## config.mk

```make
export PLATFORM = sky130hd
export DESIGN_NAME = nvp_host
export DESIGN_NICKNAME = d
export VERILOG_FILES = /design/src/design/nvp_pkg.sv /design/src/design/nvp_host.sv
export SDC_FILE = /design/constraint.sdc
export NUM_CORES = 1
export LEC_CHECK = 0
export ABC_AREA = 1
export BUFFER_PORTS_ARGS = -buffer_cell sky130_fd_sc_hd__clkbuf_2
export CORE_MARGIN = 10
export CORE_UTILIZATION = 51
export DETAILED_ROUTE_END_ITERATION = 7
export PLACE_DENSITY = 0.75
export SLEW_MARGIN = 10
export SYNTH_ARGS = -nofsm -noshare
export SYNTH_HDL_FRONTEND = slang
export SYNTH_SLANG_ARGS = --single-unit
```

## constraint.sdc

```tcl
create_clock -name ref_clk_i -period 1.5 [get_ports ref_clk_i]
set_input_delay 0.15 -clock ref_clk_i [delete_from_list [all_inputs] [get_ports ref_clk_i]]
set_output_delay 0.15 -clock ref_clk_i [all_outputs]
set_load 0.01 [all_outputs]
```

## src/design/nvp_pkg.sv

```systemverilog
// Constants, pin bundle and state codes for the byte memory port controller
package nvp_pkg;

    // ----------------------------------------
    // Clock and timing
    // ----------------------------------------
    localparam int CLK_PERIOD_PS = 10000;
    localparam int ACCESS_NS     = 60;
    localparam int CYCLE_NS      = 90;
    localparam int PAGE_NS       = 30;
    localparam int PRECHARGE_NS  = 30;

    function automatic int ns_to_cycles(input int ns);
        int c;
        c = (ns * 1000 + CLK_PERIOD_PS - 1) / CLK_PERIOD_PS;
        return (c < 1) ? 1 : c;
    endfunction

    localparam int ACCESS_CYC = ns_to_cycles(ACCESS_NS);
    localparam int CYCLE_CYC  = ns_to_cycles(CYCLE_NS);
    localparam int PAGE_CYC   = ns_to_cycles(PAGE_NS);
    localparam int PC_CYC     = ns_to_cycles(PRECHARGE_NS);
    localparam int PRE_CYC    = (PC_CYC > CYCLE_CYC - ACCESS_CYC) ? PC_CYC
                                                                  : CYCLE_CYC - ACCESS_CYC;
    // Three synchroniser stages plus the agreement register
    localparam int SYNC_CYC   = 4;
    localparam int CNT_W      = 8;

    // ----------------------------------------
    // Geometry
    // ----------------------------------------
    localparam int ADDR_W = 17;
    localparam int DATA_W = 8;
    localparam int COL_W  = 3;

    localparam logic [ADDR_W-1:0] ADDR_RST = 17'h00000;
    localparam logic [DATA_W-1:0] DATA_RST = 8'h00;

    typedef struct packed {
        logic              primary_select_n;
        logic              secondary_select;
        logic              we_n;
        logic              oe_n;
        logic [ADDR_W-1:0] addr;
        logic [DATA_W-1:0] data_bus;
        logic              data_bus_oe;
    } nvp_pins_s;

    typedef enum logic [8:0] {
        S_IDLE = 9'h001,
        S_ARM  = 9'h002,
        S_ACC  = 9'h004,
        S_CEND = 9'h008,
        S_OPEN = 9'h010,
        S_PARM = 9'h020,
        S_PWR  = 9'h040,
        S_PEND = 9'h080,
        S_PRE  = 9'h100
    } nvp_state_e;

    function automatic logic [ADDR_W-COL_W-1:0] row_of(input logic [ADDR_W-1:0] a);
        return a[ADDR_W-1:COL_W];
    endfunction

endpackage

```

## src/design/nvp_host.sv

```systemverilog
// Host controller driving the nonvolatile byte memory over its parallel pins
module nvp_host (
    input  wire logic                          ref_clk_i,
    input  wire logic                          nrst_i,
    input  wire logic                          req_i,
    input  wire logic                          we_i,
    input  wire logic [nvp_pkg::ADDR_W-1:0]    addr_i,
    input  wire logic [nvp_pkg::DATA_W-1:0]    wdata_i,
    output logic                               ready_o,
    output logic                               rvalid_o,
    output logic                               done_o,
    output logic [nvp_pkg::DATA_W-1:0]         rdata_o,
    input  wire logic [nvp_pkg::DATA_W-1:0]    data_bus_i,
    output nvp_pkg::nvp_pins_s                 pins_o
);

    // ----------------------------------------
    // Elaboration checks
    // ----------------------------------------
    if (nvp_pkg::PRE_CYC < 2 || nvp_pkg::ACCESS_CYC + nvp_pkg::SYNC_CYC >= 255)
    begin : g_chk
        $error("nvp_host: timing counts out of range");
    end

    // ----------------------------------------
    // State and request latch
    // ----------------------------------------
    nvp_pkg::nvp_state_e           state;
    nvp_pkg::nvp_state_e           next_state;
    logic [nvp_pkg::CNT_W-1:0]     cnt;
    logic [nvp_pkg::CNT_W-1:0]     next_cnt;
    logic                          pend;
    logic                          op_we;
    logic [nvp_pkg::ADDR_W-1:0]    op_addr;
    logic [nvp_pkg::DATA_W-1:0]    op_wdata;
    logic                          take;
    logic                          same_row;
    logic [nvp_pkg::DATA_W-1:0]    dq_s1;
    logic [nvp_pkg::DATA_W-1:0]    dq_s2;
    logic [nvp_pkg::DATA_W-1:0]    dq_s3;
    logic [nvp_pkg::DATA_W-1:0]    dq_stable;

    assign take     = req_i && ready_o;
    assign same_row = nvp_pkg::row_of(addr_i) == nvp_pkg::row_of(pins_o.addr);

    always_comb
    begin
        next_state = state;
        next_cnt   = (cnt != '0) ? cnt - 1'b1 : cnt;
        case (state)
            nvp_pkg::S_IDLE:
                if (take)
                    next_state = nvp_pkg::S_ARM;
            nvp_pkg::S_ARM:
            begin
                next_state = nvp_pkg::S_ACC;
                next_cnt   = op_we ? nvp_pkg::CNT_W'(nvp_pkg::ACCESS_CYC - 1)
                                   : nvp_pkg::CNT_W'(nvp_pkg::ACCESS_CYC
                                                     + nvp_pkg::SYNC_CYC - 1);
            end
            nvp_pkg::S_ACC:
                if (cnt == '0)
                    next_state = op_we ? nvp_pkg::S_CEND : nvp_pkg::S_OPEN;
            nvp_pkg::S_CEND:
            begin
                next_state = nvp_pkg::S_PRE;
                next_cnt   = nvp_pkg::CNT_W'(nvp_pkg::PRE_CYC - 2);
            end
            nvp_pkg::S_OPEN:
                if (take && same_row && we_i)
                    next_state = nvp_pkg::S_PARM;
                else if (take && same_row)
                begin
                    next_state = nvp_pkg::S_ACC;
                    next_cnt   = nvp_pkg::CNT_W'(nvp_pkg::PAGE_CYC + nvp_pkg::SYNC_CYC - 1);
                end
                else if (take)
                begin
                    next_state = nvp_pkg::S_PRE;
                    next_cnt   = nvp_pkg::CNT_W'(nvp_pkg::PRE_CYC - 1);
                end
            nvp_pkg::S_PARM:
            begin
                next_state = nvp_pkg::S_PWR;
                next_cnt   = nvp_pkg::CNT_W'(nvp_pkg::ACCESS_CYC - 1);
            end
            nvp_pkg::S_PWR:
                if (cnt == '0)
                    next_state = nvp_pkg::S_PEND;
            nvp_pkg::S_PEND:
                next_state = nvp_pkg::S_OPEN;
            nvp_pkg::S_PRE:
                if (cnt == '0)
                    next_state = pend ? nvp_pkg::S_ARM : nvp_pkg::S_IDLE;
            default:
                next_state = nvp_pkg::S_IDLE;
        endcase
    end

    always_ff @(posedge ref_clk_i)
    begin
        if (!nrst_i)
        begin
            state <= nvp_pkg::S_IDLE;
            cnt   <= '0;
        end
        else
        begin
            state <= next_state;
            cnt   <= next_cnt;
        end
    end

    always_ff @(posedge ref_clk_i)
    begin
        if (!nrst_i)
        begin
            op_we    <= 1'b0;
            op_addr  <= nvp_pkg::ADDR_RST;
            op_wdata <= nvp_pkg::DATA_RST;
            pend     <= 1'b0;
        end
        else
        begin
            if (take)
            begin
                op_we    <= we_i;
                op_addr  <= addr_i;
                op_wdata <= wdata_i;
            end
            if (state == nvp_pkg::S_OPEN && take && !same_row)
                pend <= 1'b1;
            else if (state == nvp_pkg::S_ARM)
                pend <= 1'b0;
        end
    end

    // ----------------------------------------
    // Pin drive
    // ----------------------------------------
    always_ff @(posedge ref_clk_i)
    begin
        if (!nrst_i)
        begin
            pins_o.primary_select_n <= 1'b1;
            pins_o.secondary_select <= 1'b1;
            pins_o.we_n             <= 1'b1;
            pins_o.oe_n             <= 1'b1;
            pins_o.addr             <= nvp_pkg::ADDR_RST;
            pins_o.data_bus         <= nvp_pkg::DATA_RST;
            pins_o.data_bus_oe      <= 1'b0;
        end
        else
        begin
            pins_o.secondary_select <= 1'b1;
            case (state)
                nvp_pkg::S_IDLE:
                    if (take)
                    begin
                        pins_o.addr        <= addr_i;
                        pins_o.we_n        <= !we_i;
                        pins_o.oe_n        <= we_i;
                        pins_o.data_bus    <= wdata_i;
                        pins_o.data_bus_oe <= we_i;
                    end
                nvp_pkg::S_PRE:
                    if (cnt == '0 && pend)
                    begin
                        pins_o.addr        <= op_addr;
                        pins_o.we_n        <= !op_we;
                        pins_o.oe_n        <= op_we;
                        pins_o.data_bus    <= op_wdata;
                        pins_o.data_bus_oe <= op_we;
                    end
                nvp_pkg::S_ARM:
                    pins_o.primary_select_n <= 1'b0;
                nvp_pkg::S_ACC:
                    if (cnt == '0 && op_we)
                        pins_o.primary_select_n <= 1'b1;
                nvp_pkg::S_CEND:
                begin
                    pins_o.we_n        <= 1'b1;
                    pins_o.data_bus_oe <= 1'b0;
                end
                nvp_pkg::S_OPEN:
                    if (take && same_row)
                    begin
                        pins_o.addr     <= addr_i;
                        // Output drive off a cycle before we drive, no contention
                        pins_o.oe_n     <= we_i;
                        pins_o.data_bus <= wdata_i;
                    end
                    else if (take)
                    begin
                        pins_o.primary_select_n <= 1'b1;
                        pins_o.oe_n             <= 1'b1;
                    end
                nvp_pkg::S_PARM:
                begin
                    pins_o.data_bus_oe <= 1'b1;
                    pins_o.we_n        <= 1'b0;
                end
                nvp_pkg::S_PWR:
                    if (cnt == '0)
                        pins_o.we_n <= 1'b1;
                nvp_pkg::S_PEND:
                    pins_o.data_bus_oe <= 1'b0;
                default:
                    pins_o.primary_select_n <= 1'b1;
            endcase
        end
    end

    // ----------------------------------------
    // Read capture and user handshake
    // ----------------------------------------
    always_ff @(posedge ref_clk_i)
    begin
        if (!nrst_i)
        begin
            dq_s1     <= nvp_pkg::DATA_RST;
            dq_s2     <= nvp_pkg::DATA_RST;
            dq_s3     <= nvp_pkg::DATA_RST;
            dq_stable <= nvp_pkg::DATA_RST;
        end
        else
        begin
            dq_s1 <= data_bus_i;
            dq_s2 <= dq_s1;
            dq_s3 <= dq_s2;
            if (dq_s2 == dq_s3)
                dq_stable <= dq_s3;
        end
    end

    always_ff @(posedge ref_clk_i)
    begin
        if (!nrst_i)
        begin
            ready_o  <= 1'b0;
            rvalid_o <= 1'b0;
            done_o   <= 1'b0;
            rdata_o  <= nvp_pkg::DATA_RST;
        end
        else
        begin
            // Row may stay open indefinitely between requests
            ready_o  <= next_state == nvp_pkg::S_IDLE || next_state == nvp_pkg::S_OPEN;
            rvalid_o <= state == nvp_pkg::S_ACC && cnt == '0 && !op_we;
            // No busy polling: a write is done once its bus cycle ends
            done_o   <= state == nvp_pkg::S_CEND || state == nvp_pkg::S_PEND;
            // Agreeing stages count at once; the registered copy lags a cycle
            if (state == nvp_pkg::S_ACC && cnt == '0 && !op_we)
                rdata_o <= (dq_s2 == dq_s3) ? dq_s3 : dq_stable;
        end
    end

    // ----------------------------------------
    // Assertions
    // ----------------------------------------
    logic [nvp_pkg::CNT_W-1:0] desel_cnt;
    logic [nvp_pkg::CNT_W-1:0] we_low_cnt;
    logic [nvp_pkg::CNT_W-1:0] fall_gap;
    localparam int PC_MIN  = nvp_pkg::PC_CYC;
    localparam int RC_MIN  = nvp_pkg::CYCLE_CYC;
    localparam int ACC_MIN = nvp_pkg::ACCESS_CYC;

    always_ff @(posedge ref_clk_i)
    begin
        if (!nrst_i)
        begin
            desel_cnt  <= '1;
            we_low_cnt <= '0;
            fall_gap   <= '1;
        end
        else
        begin
            desel_cnt  <= !pins_o.primary_select_n ? '0
                        : (desel_cnt != '1) ? desel_cnt + 1'b1 : desel_cnt;
            we_low_cnt <= pins_o.we_n ? '0
                        : (we_low_cnt != '1) ? we_low_cnt + 1'b1 : we_low_cnt;
            fall_gap   <= (next_state == nvp_pkg::S_ACC && state == nvp_pkg::S_ARM) ? '0
                        : (fall_gap != '1) ? fall_gap + 1'b1 : fall_gap;
        end
    end
endmodule

```

; ---- Word-level counts from Yosys, hierarchy flattened
; Index checks and enable logic that the tools add are counted.
; W data, S select, Z words.
[totals]
reg_bits = 117
latchBits = 0
ramBits = 0
romBits = 0
in_bits = 37
wordCells = 102
n_memories = 0
[op_classes]
addsub = 1
mul = 0
div_mod_pow = 0
order_cmp = 0
eq_ne = 21
shifts = 0
n_mux = 31
bitwise = 1
n_reduce_logical = 27
[op_table]
columns = operator, n
row1 = $pmux W9 S9, 1
row2 = $pmux W26 S3, 1
row3 = $mux W9, 7
row4 = $mux W28, 2
row5 = $mux W8, 5
row6 = $pmux W8 S4, 1
row7 = $mux W25, 1
row8 = $eq A9 B1 Y1 const B, 2
row9 = $eq A9 B5 Y1 const B, 2
row10 = $reduce_and A4 Y1, 4
row11 = $eq A14 B14 Y1, 1
row12 = $ne A2 B2 Y1 const B, 7
row13 = $eq A9 B2 Y1 const B, 1
row14 = $eq A9 B3 Y1 const B, 1
row15 = $eq A9 B4 Y1 const B, 1
row16 = $eq A9 B6 Y1 const B, 1
row17 = $eq A9 B7 Y1 const B, 1
row18 = $eq A9 B8 Y1 const B, 1
row19 = $eq A9 B9 Y1 const B, 1
row20 = $logic_and A1 B1 Y1, 9
row21 = $eq A8 B8 Y1, 1
row22 = $logic_not A8 Y1, 1
row23 = $pmux W1 S4, 2
row24 = $reduce_bool A8 Y1, 1
row25 = 17 further kinds, 26

; ---- Depth between registers and ports, before layout
; Gate-level depths: netlist (run 1).
[depth]
depth_word = 7
depth_mapped = 14
mapped_depth_nobuf = 13

; ---- Least setup slack after synthesis (run 1)
; OpenSTA, ideal clock, no wires.
[synth_timing]
path_kind = register to register
start = reg cnt[0] (netlist bit)
end = reg ready_o
setup_time_ps = 110
arrival_ps = 1549
required_time_ps = 1390
slack_ps = -159
stages_incl_launch_ff = 13
path_cell_list = dfxtp_1 -> inv_1 -> ha_1 -> nand2_1 -> nor2_1 -> nand2_1 -> buf_2 -> inv_1 -> nor2_1 -> o21ai_0 -> nand3_1 -> nand2_1 -> inv_1
[synth_via]
elab_chain_len = 5
word_cells_on_any_way = 8
cone_classes = eq/ne: 2 / mux: 4 / reduce/logical: 2
[synth_rtl]
columns = item, line_no
row1 = "start, declared", nvp_host.sv:30  ; logic [nvp_pkg::CNT_W-1:0] cnt;
row2 = "start signal, assigned", nvp_host.sv:110  ; cnt <= next_cnt;
row3 = $logic_not A8 Y1 *, "nvp_host.sv:62, nvp_host.sv:88, nvp_host.sv:93"
row4 = "$mux W9, on equally long branches", "nvp_host.sv:93, nvp_host.sv:62, nvp_host.sv:88"
row5 = $pmux W9 S9 *, nvp_host.sv:50  ; case (state)
row6 = $eq A9 B1 Y1 / $eq A9 B5 Y1 (equally long branches), nvp_host.sv:248  ; ready_o <= next_state == nvp_pkg::S_IDLE || next_state == nvp_pkg::S_OPEN;
row7 = $logic_or A1 B1 Y1 *, nvp_host.sv:248
row8 = "end signal, assigned", nvp_host.sv:248
row9 = "end, declared", nvp_host.sv:9  ; output logic ready_o,
; Mark *: on every way between the ends. The rest lies on a longest branch, timed or not.
; A chain may end at the register's enable or synchronous reset.

; ---- Final worst setup path (run 1)
[layout_timing]
start = reg state[0]
end = reg pins_o[1] (netlist bit)
[layout_via]
elab_chain_len = 3
word_cells_on_any_way = 9
cone_classes = eq/ne: 6 / mux: 1 / reduce/logical: 2
[layout_rtl]
columns = item, line_no
row1 = "start, declared", nvp_host.sv:28  ; nvp_pkg::nvp_state_e state;
row2 = "start signal, assigned", nvp_host.sv:104  ; state <= nvp_pkg::S_IDLE;
row3 = "start signal, assigned", nvp_host.sv:109  ; state <= next_state;
row4 = $eq A9 B5 Y1 (tied with other cells), nvp_host.sv:156  ; case (state)
row5 = $ne A2 B2 Y1 (no source line) / $reduce_bool A3 Y1 (equally long branches), --
row6 = $reduce_and A4 Y1 (no source line), --
row7 = "end, declared", nvp_host.sv:14  ; output nvp_pkg::nvp_pins_s pins_o
; Several ways; a longest one is shown, not always the timed one.

==> metrics.txt, run 1 <==
Inserted Clock Buffers=17; reg2reg path depth=11; fin util=82.0%; Metal-1 WL=7340 um; cells after synthesis=761; initial core utilization=51.6%; Post-synth ARST share=0%; largest net degree at the start of global routing=92; Clock Skew=0.0210 ns; synth warn=0; GRT Overall Usage=23.4%; antenna-violating nets left=0; CP arrival=2.48 ns; top post-synthesis cells by area=dfxtp_1 44%, nand2_1 11%, nor2_1 8.1%, inv_1 7.4%, a21oi_1 7.0%; sequential share of the synthesized area=44.2%; Ports=78; post-synthesis adder-cell area fraction=0.238%; share of cells above drive strength 1=38.2%; routed via count=6398; gr ovfl total=0; Crit Path Class=reg -> reg; final setup TNS=-18.73 ns; die area=14800 um2; height of the die=122 um; PortBufs=76; RSZ-0062 raised after global routing=true; vias in the first global route=5866; outcome=complete, but fails checks; Critical Path Start=state[0]; design area=8350 um2; Worst setup SP type=flip-flop; nets=1017; post-synthesis compound-gate area fraction=12.9%; initial antenna violation count=0; clk buf depth=2; final worst slack=-0.520 ns; Die X=122 um; Pleak=4.05 nW; ant diodes=0; Mapped Nets=799; core area=10200 um2; Routed met3 length=1770 um; Cell Area, Placed=6460 um2; Reg area=2350 um2; number of fill cells=553; routed length on met2=10000 um; Synth Area in Simple Gates=28.5%; Final period util=135%; Clk Latency, worst-skew pair=0.54 ns; post-synth top area share=44.2%; multi-input combinational cell area=2920 um2; Setup violations, final=58; DRT iter0 DRCs=761; number of cells on the worst hold path=4; Slew Limit Fails=0; top cells by count, synth=153 x nand2_1, 116 x dfxtp_1, 113 x nor2_1; P&R area growth vs syn=58.8%; Pre-antenna DRT Iters=6; mapped cell area=5260 um2; Via density=5.67; XOR/XNOR share of the synthesized area=2.83%; max cap viols=0; distinct cell type count after synthesis=35; HP Class=in -> reg; clk slew on worst S/H paths=0.06 ns; minimum clock period=2.02 ns; r2r setup slk=-0.52 ns; CP max FO=11; average cell area after synthesis=6.91 um2; Hold Path End=state[5]; hold path start=req_i; Sink Count=116; placed cells=1029; worst vdd ir=1110 uV; Fin Hold WS=0.107 ns; H-tree levels=4; top-count cell post-synth=nand2_1; Finished Layout Cells=1128; root buf cell=clkbuf_8; WL final=20600 um; Power Density=1850 nW/um2; number of synthesized flops with an enable pin=0; Residual DRC=0; CTS tree=built; max frequency=495 MHz; worst reg2reg path startpoint=state[0]; top_reg_cell synth=dfxtp_1; hpwl dp=9680 um; Setup crit end kind=flip-flop; Cell Rows=37; Required @ worst endpoint=1.96 ns; Final GP Congestion=0.926; mux share of post-synthesis cell area=0%; final hold vios=0; main combinational cell family by area after synthesis=simple AND/OR/NAND/NOR gates; reg2reg end=pins_o[1]; Avg WL per Cell=18.2 um; Max Used Layer=met4; failing checks=negative setup slack; post-synthesis register bit count=116; first-pass GRT wire length=28000 um; cell taking the most area after synthesis=dfxtp_1
[worst max path at each step]
stage | end | slack, ns | cells after the start
final | pins_o[1] | -0.52 | 11
after global routing | pins_o[27] | -0.53 | 10
after CTS | pins_o[5] | -0.27 | 12
after detailed placement | pins_o[5] | -0.30 | 11
after global placement | pins_o[7] | -0.25 | 11
after floorplan | pins_o[25] | -0.09 | 12
[critical path: stages, from the launching register on]
cell and delay, ns:
dfxtp_2 0.34, nor2_4 0.18, nand2_4 0.09, nor3_4 0.28
nor2_2 0.10, nand2_2 0.12, inv_2 0.08, nor2_8 0.24
buf_12 0.15, buf_16 0.14, a21oi_2 0.07, nor2_1 0.14
[cell type report]
cell class | count | area share (%)
Tap cell | 136 | 2.04
Timing Repair Buffer | 234 | 22.8
Sequential cell | 116 | 28.1
Timing Repair inverter | 1 | 0.0899
Clock buffer | 21 | 5.26
Inverter | 106 | 4.92
Clock inverter | 11 | 1.83
Multi-Input combinational cell | 503 | 34.9
[per-layer routing]
metal / GRT usage (%) / up-vias
li1: - / 2833
met3: 5.27 / 167
met1: 25.8 / 2942
met4: 11.3 / 0
met5: 0 / -
met2: 41.5 / 456
[registers in the layout, summed over array words and instances (netlist names)]
signal and flops:
rvalid_o 1, pend 1, dq_stable 8, op_wdata 8
op_addr 17, dq_s3 8, rdata_o 8, op_we 1
dq_s1 8, cnt 8, done_o 1, state 9
dq_s2 8, ready_o 1, pins_o 29
[what timing repair did]
action	in CTS	in global routing
gates resized for setup	88	102
endpoints found under the setup margin	56	73
pin swaps	27	36
hold buffers	35	0
buffers inserted	16	13
hold endpoints to repair	35	0
gates cloned	3	2
[through the flow]
step           power (mW)  worst slack (ns)
2_1_floorplan        7.32           -0.0855
5_1_grt              16.1            -0.527
6_report             15.4            -0.520
3_3_place_gp         8.99            -0.247
3_5_place_dp         9.19            -0.300
4_1_cts              14.2            -0.270
[cells by family (layout without fill, tap and decap cells)]
kind of cell / Yosys count / in the layout
XOR/XNOR: 17 / 17
flip-flops: 116 / 116
AND/OR/NAND/NOR: 352 / 352
other: 1 / 1
AO/OA/AOI/OAI: 132 / 132
buffers and inverters: 142 / 373
adder cells (fa/ha/maj): 1 / 1
[report_power, final]
| part | internal [mW] | switching (mW) | leakage [nW] |
|---|---|---|---|
| clock | 2.58 | 1.52 | 0.279 |
| combinational | 3.13 | 3.76 | 2.81 |
| sequential | 3.86 | 0.588 | 0.959 |
[cells in the final DEF (no fill, tap or decap), types with 6 or more instances in the layout]
cell	synthesis	routed
a21oi_2	0	17
nor2_1	113	88
dfxtp_2	0	19
xnor2_1	11	11
o21ai_2	0	8
and2_1	8	8
nor2_4	0	16
nand3_2	0	18
buf_4	2	95
nand2_2	3	13
a21oi_1	74	57
buf_6	5	14
buf_12	0	9
nand2_1	153	133
nand3_1	49	26
inv_2	3	11
dfxtp_1	116	96
clkbuf_2	0	76
dlygate4sd3_1	0	35
o21ai_0	48	29
clkbuf_16	0	18
xor2_1	6	6
o21ai_1	2	11
nor2_2	5	14
nand2_4	0	10
inv_1	103	91
Note: power is estimated with default switching activity, not from simulation.
==> inputs of run 2 (changes only) <==
CORE_UTILIZATION = 30   (was 51)
PLACE_DENSITY = unset   (was 0.75)
RECOVER_POWER = 50   (was unset)
==> run 2 against run 1 <==
  * Critical path type unchanged
  * Critical path depth stayed put
  * Sequential power is 2% lower
  * Maximum frequency is 13% higher
  * Critical endpoint unchanged
  * The run still ends with negative setup slack left
  * Sequential share of layout area is 0.48 points higher
  * Die area is 57% higher
==> metrics.txt, run 2 (synthesized netlist as in run 1, its figures left out) <==
minimum clock period=1.79 ns; RSZ-0062 raised after global routing=true; final setup TNS=-9.00 ns; Residual DRC=0; HP Class=in -> reg; Pre-antenna DRT Iters=4; fin util=47.7%; r2r setup slk=-0.29 ns; Slew Limit Fails=0; worst reg2reg path startpoint=state[4]; die area=23200 um2; Final GP Congestion=0.867; Clk network pwr share=26.2%; height of the die=152 um; Cell Rows=48; DRT iter0 DRCs=298; clk slew on worst S/H paths=0.06 ns; Avg WL per Cell=12.9 um; Largest Register=pins_o; Sink Count=116; CP arrival=2.10 ns; Setup violations, final=50; Buf/Inv on CP=3; Required @ worst endpoint=1.81 ns; core area=17200 um2; Inserted Clock Buffers=17; Pleak=3.89 nW; WL final=15600 um; leading cell type in the layout, fill and taps excluded=nand2_1; Crit Path Class=reg -> reg; worst vdd ir=937 uV; initial core utilization=30.5%; Critical Path Start=state[4]; CP max stage cell=dfxtp_4; root buf cell=clkbuf_16; Sw Share=36.4%; hold path start=addr_i[0]; initial antenna violation count=0; hpwl dp=10200 um; H-tree levels=4; Die X=152 um; share of cells above drive strength 1=36.7%; final hold vios=0; vias in the first global route=5124; DP Worst Slack=-0.255 ns; crit-path max cell delay=0.36 ns; PortBufs=76; Via density=4.41; CP max FO=8; Ports=78; antenna-violating nets left=0; reg2reg path depth=11; ant diodes=0; clk buf depth=2; final worst slack=-0.293 ns; Cell Chain, Critical Path=nor2_4, nand2_4, nor3_4, buf_6, buf_8, buf_4, nor2_1, a21oi_1, nand3_2, nand2_1, nor2_1; max cap viols=0; Reg power frac=30.3%; reg2reg end=pins_o[1]; largest net degree at the start of global routing=92; power consumption=14.4 mW; outcome=complete, but fails checks; Setup crit end kind=flip-flop; cell-internal power=9.17 mW; Gate power share=43.5%; nets=1009; Crit path max-delay family=simple AND/OR/NAND/NOR gates; Clock Skew=0.00748 ns; number of cells on the worst hold path=3; Hold Path End=op_addr[0]; Power Density=1750 nW/um2; gr ovfl total=0; CTS tree=built; max reg flops=29; Fin Hold WS=0.0162 ns; Final period util=120%; P&R area growth vs syn=56.4%; GRT Overall Usage=12.7%; failing checks=negative setup slack; Worst setup SP type=flip-flop; routed via count=5335; Net Sw Power=5.25 mW; first-pass GRT wire length=24800 um; max frequency=558 MHz; most used cell, CP=nor2_1; Clk Latency, worst-skew pair=0.41 ns; biggest regs=pins_o x29, op_addr x17, state x9; number of fill cells=1654; most frequent cells in the layout=133 x nand2_1, 102 x buf_4, 95 x dfxtp_1
[run 2: worst max-delay path by stage]
stage                            end  slack, ns  depth (start not counted)
final                      pins_o[1]      -0.29                         11
after global routing       pins_o[1]      -0.39                         11
after CTS                  pins_o[5]      -0.25                         10
after detailed placement   pins_o[5]      -0.26                         11
after global placement    pins_o[19]      -0.27                         10
after floorplan           pins_o[25]      -0.09                         12
[run 2: what timing repair did]
| action | in CTS | in global routing |
|---|---|---|
| hold buffers | 18 | 0 |
| hold endpoints to repair | 18 | 0 |
| setup endpoints to repair | 57 | 79 |
| gates resized for setup | 83 | 93 |
| buffers inserted | 13 | 9 |
| cloned | 2 | 4 |
| pin swaps | 14 | 24 |
[run 2: cell type report]
class / count / area, um2 / share of cell area, %
Clock inverter: 15 / 135 / 1.64
Multi-Input combinational cell: 503 / 2860 / 34.7
Sequential cell: 116 / 2350 / 28.6
Tap cell: 225 / 282 / 3.42
Clock buffer: 17 / 425 / 5.17
Inverter: 106 / 415 / 5.05
Timing Repair Buffer: 227 / 1760 / 21.4
[run 2: power groups by stage]
stage               logic, mW  clock network [mW]  registers, mW
floorplan                2.83                   0           4.49
global placement         4.93                   0           4.33
detailed placement       4.98                   0           4.35
CTS                      5.69                3.88           4.32
global route             6.95                4.02           4.47
finish                   6.27                3.78           4.37
[run 2: worst register-to-register path, delay by kind of cell (launching register included)]
kind,cells,cell delay (ns)
buffers and inverters,3,0.48
AOI/OAI and AO/OA,1,0.16
and+or+nand+nor,7,0.69
DFF,1,0.36
[run 2: routing by layer]
| metal | vias up | part of all wire, % | track usage (%) |
|---|---|---|---|
| met5 | - | 0 | 0 |
| met4 | 0 | 1.4 | 3.99 |
| met3 | 18 | 3.6 | 3.53 |
| met2 | 88 | 50 | 21.7 |
| met1 | 2431 | 45 | 15.0 |
| li1 | 2798 | - | - |
[run 2: metrics by stage]
step,cells,area (um2)
finish,1209,8220
global route,1209,8220
CTS,1199,7820
detailed placement,1134,6680
global placement,1134,6680
floorplan,761,5340
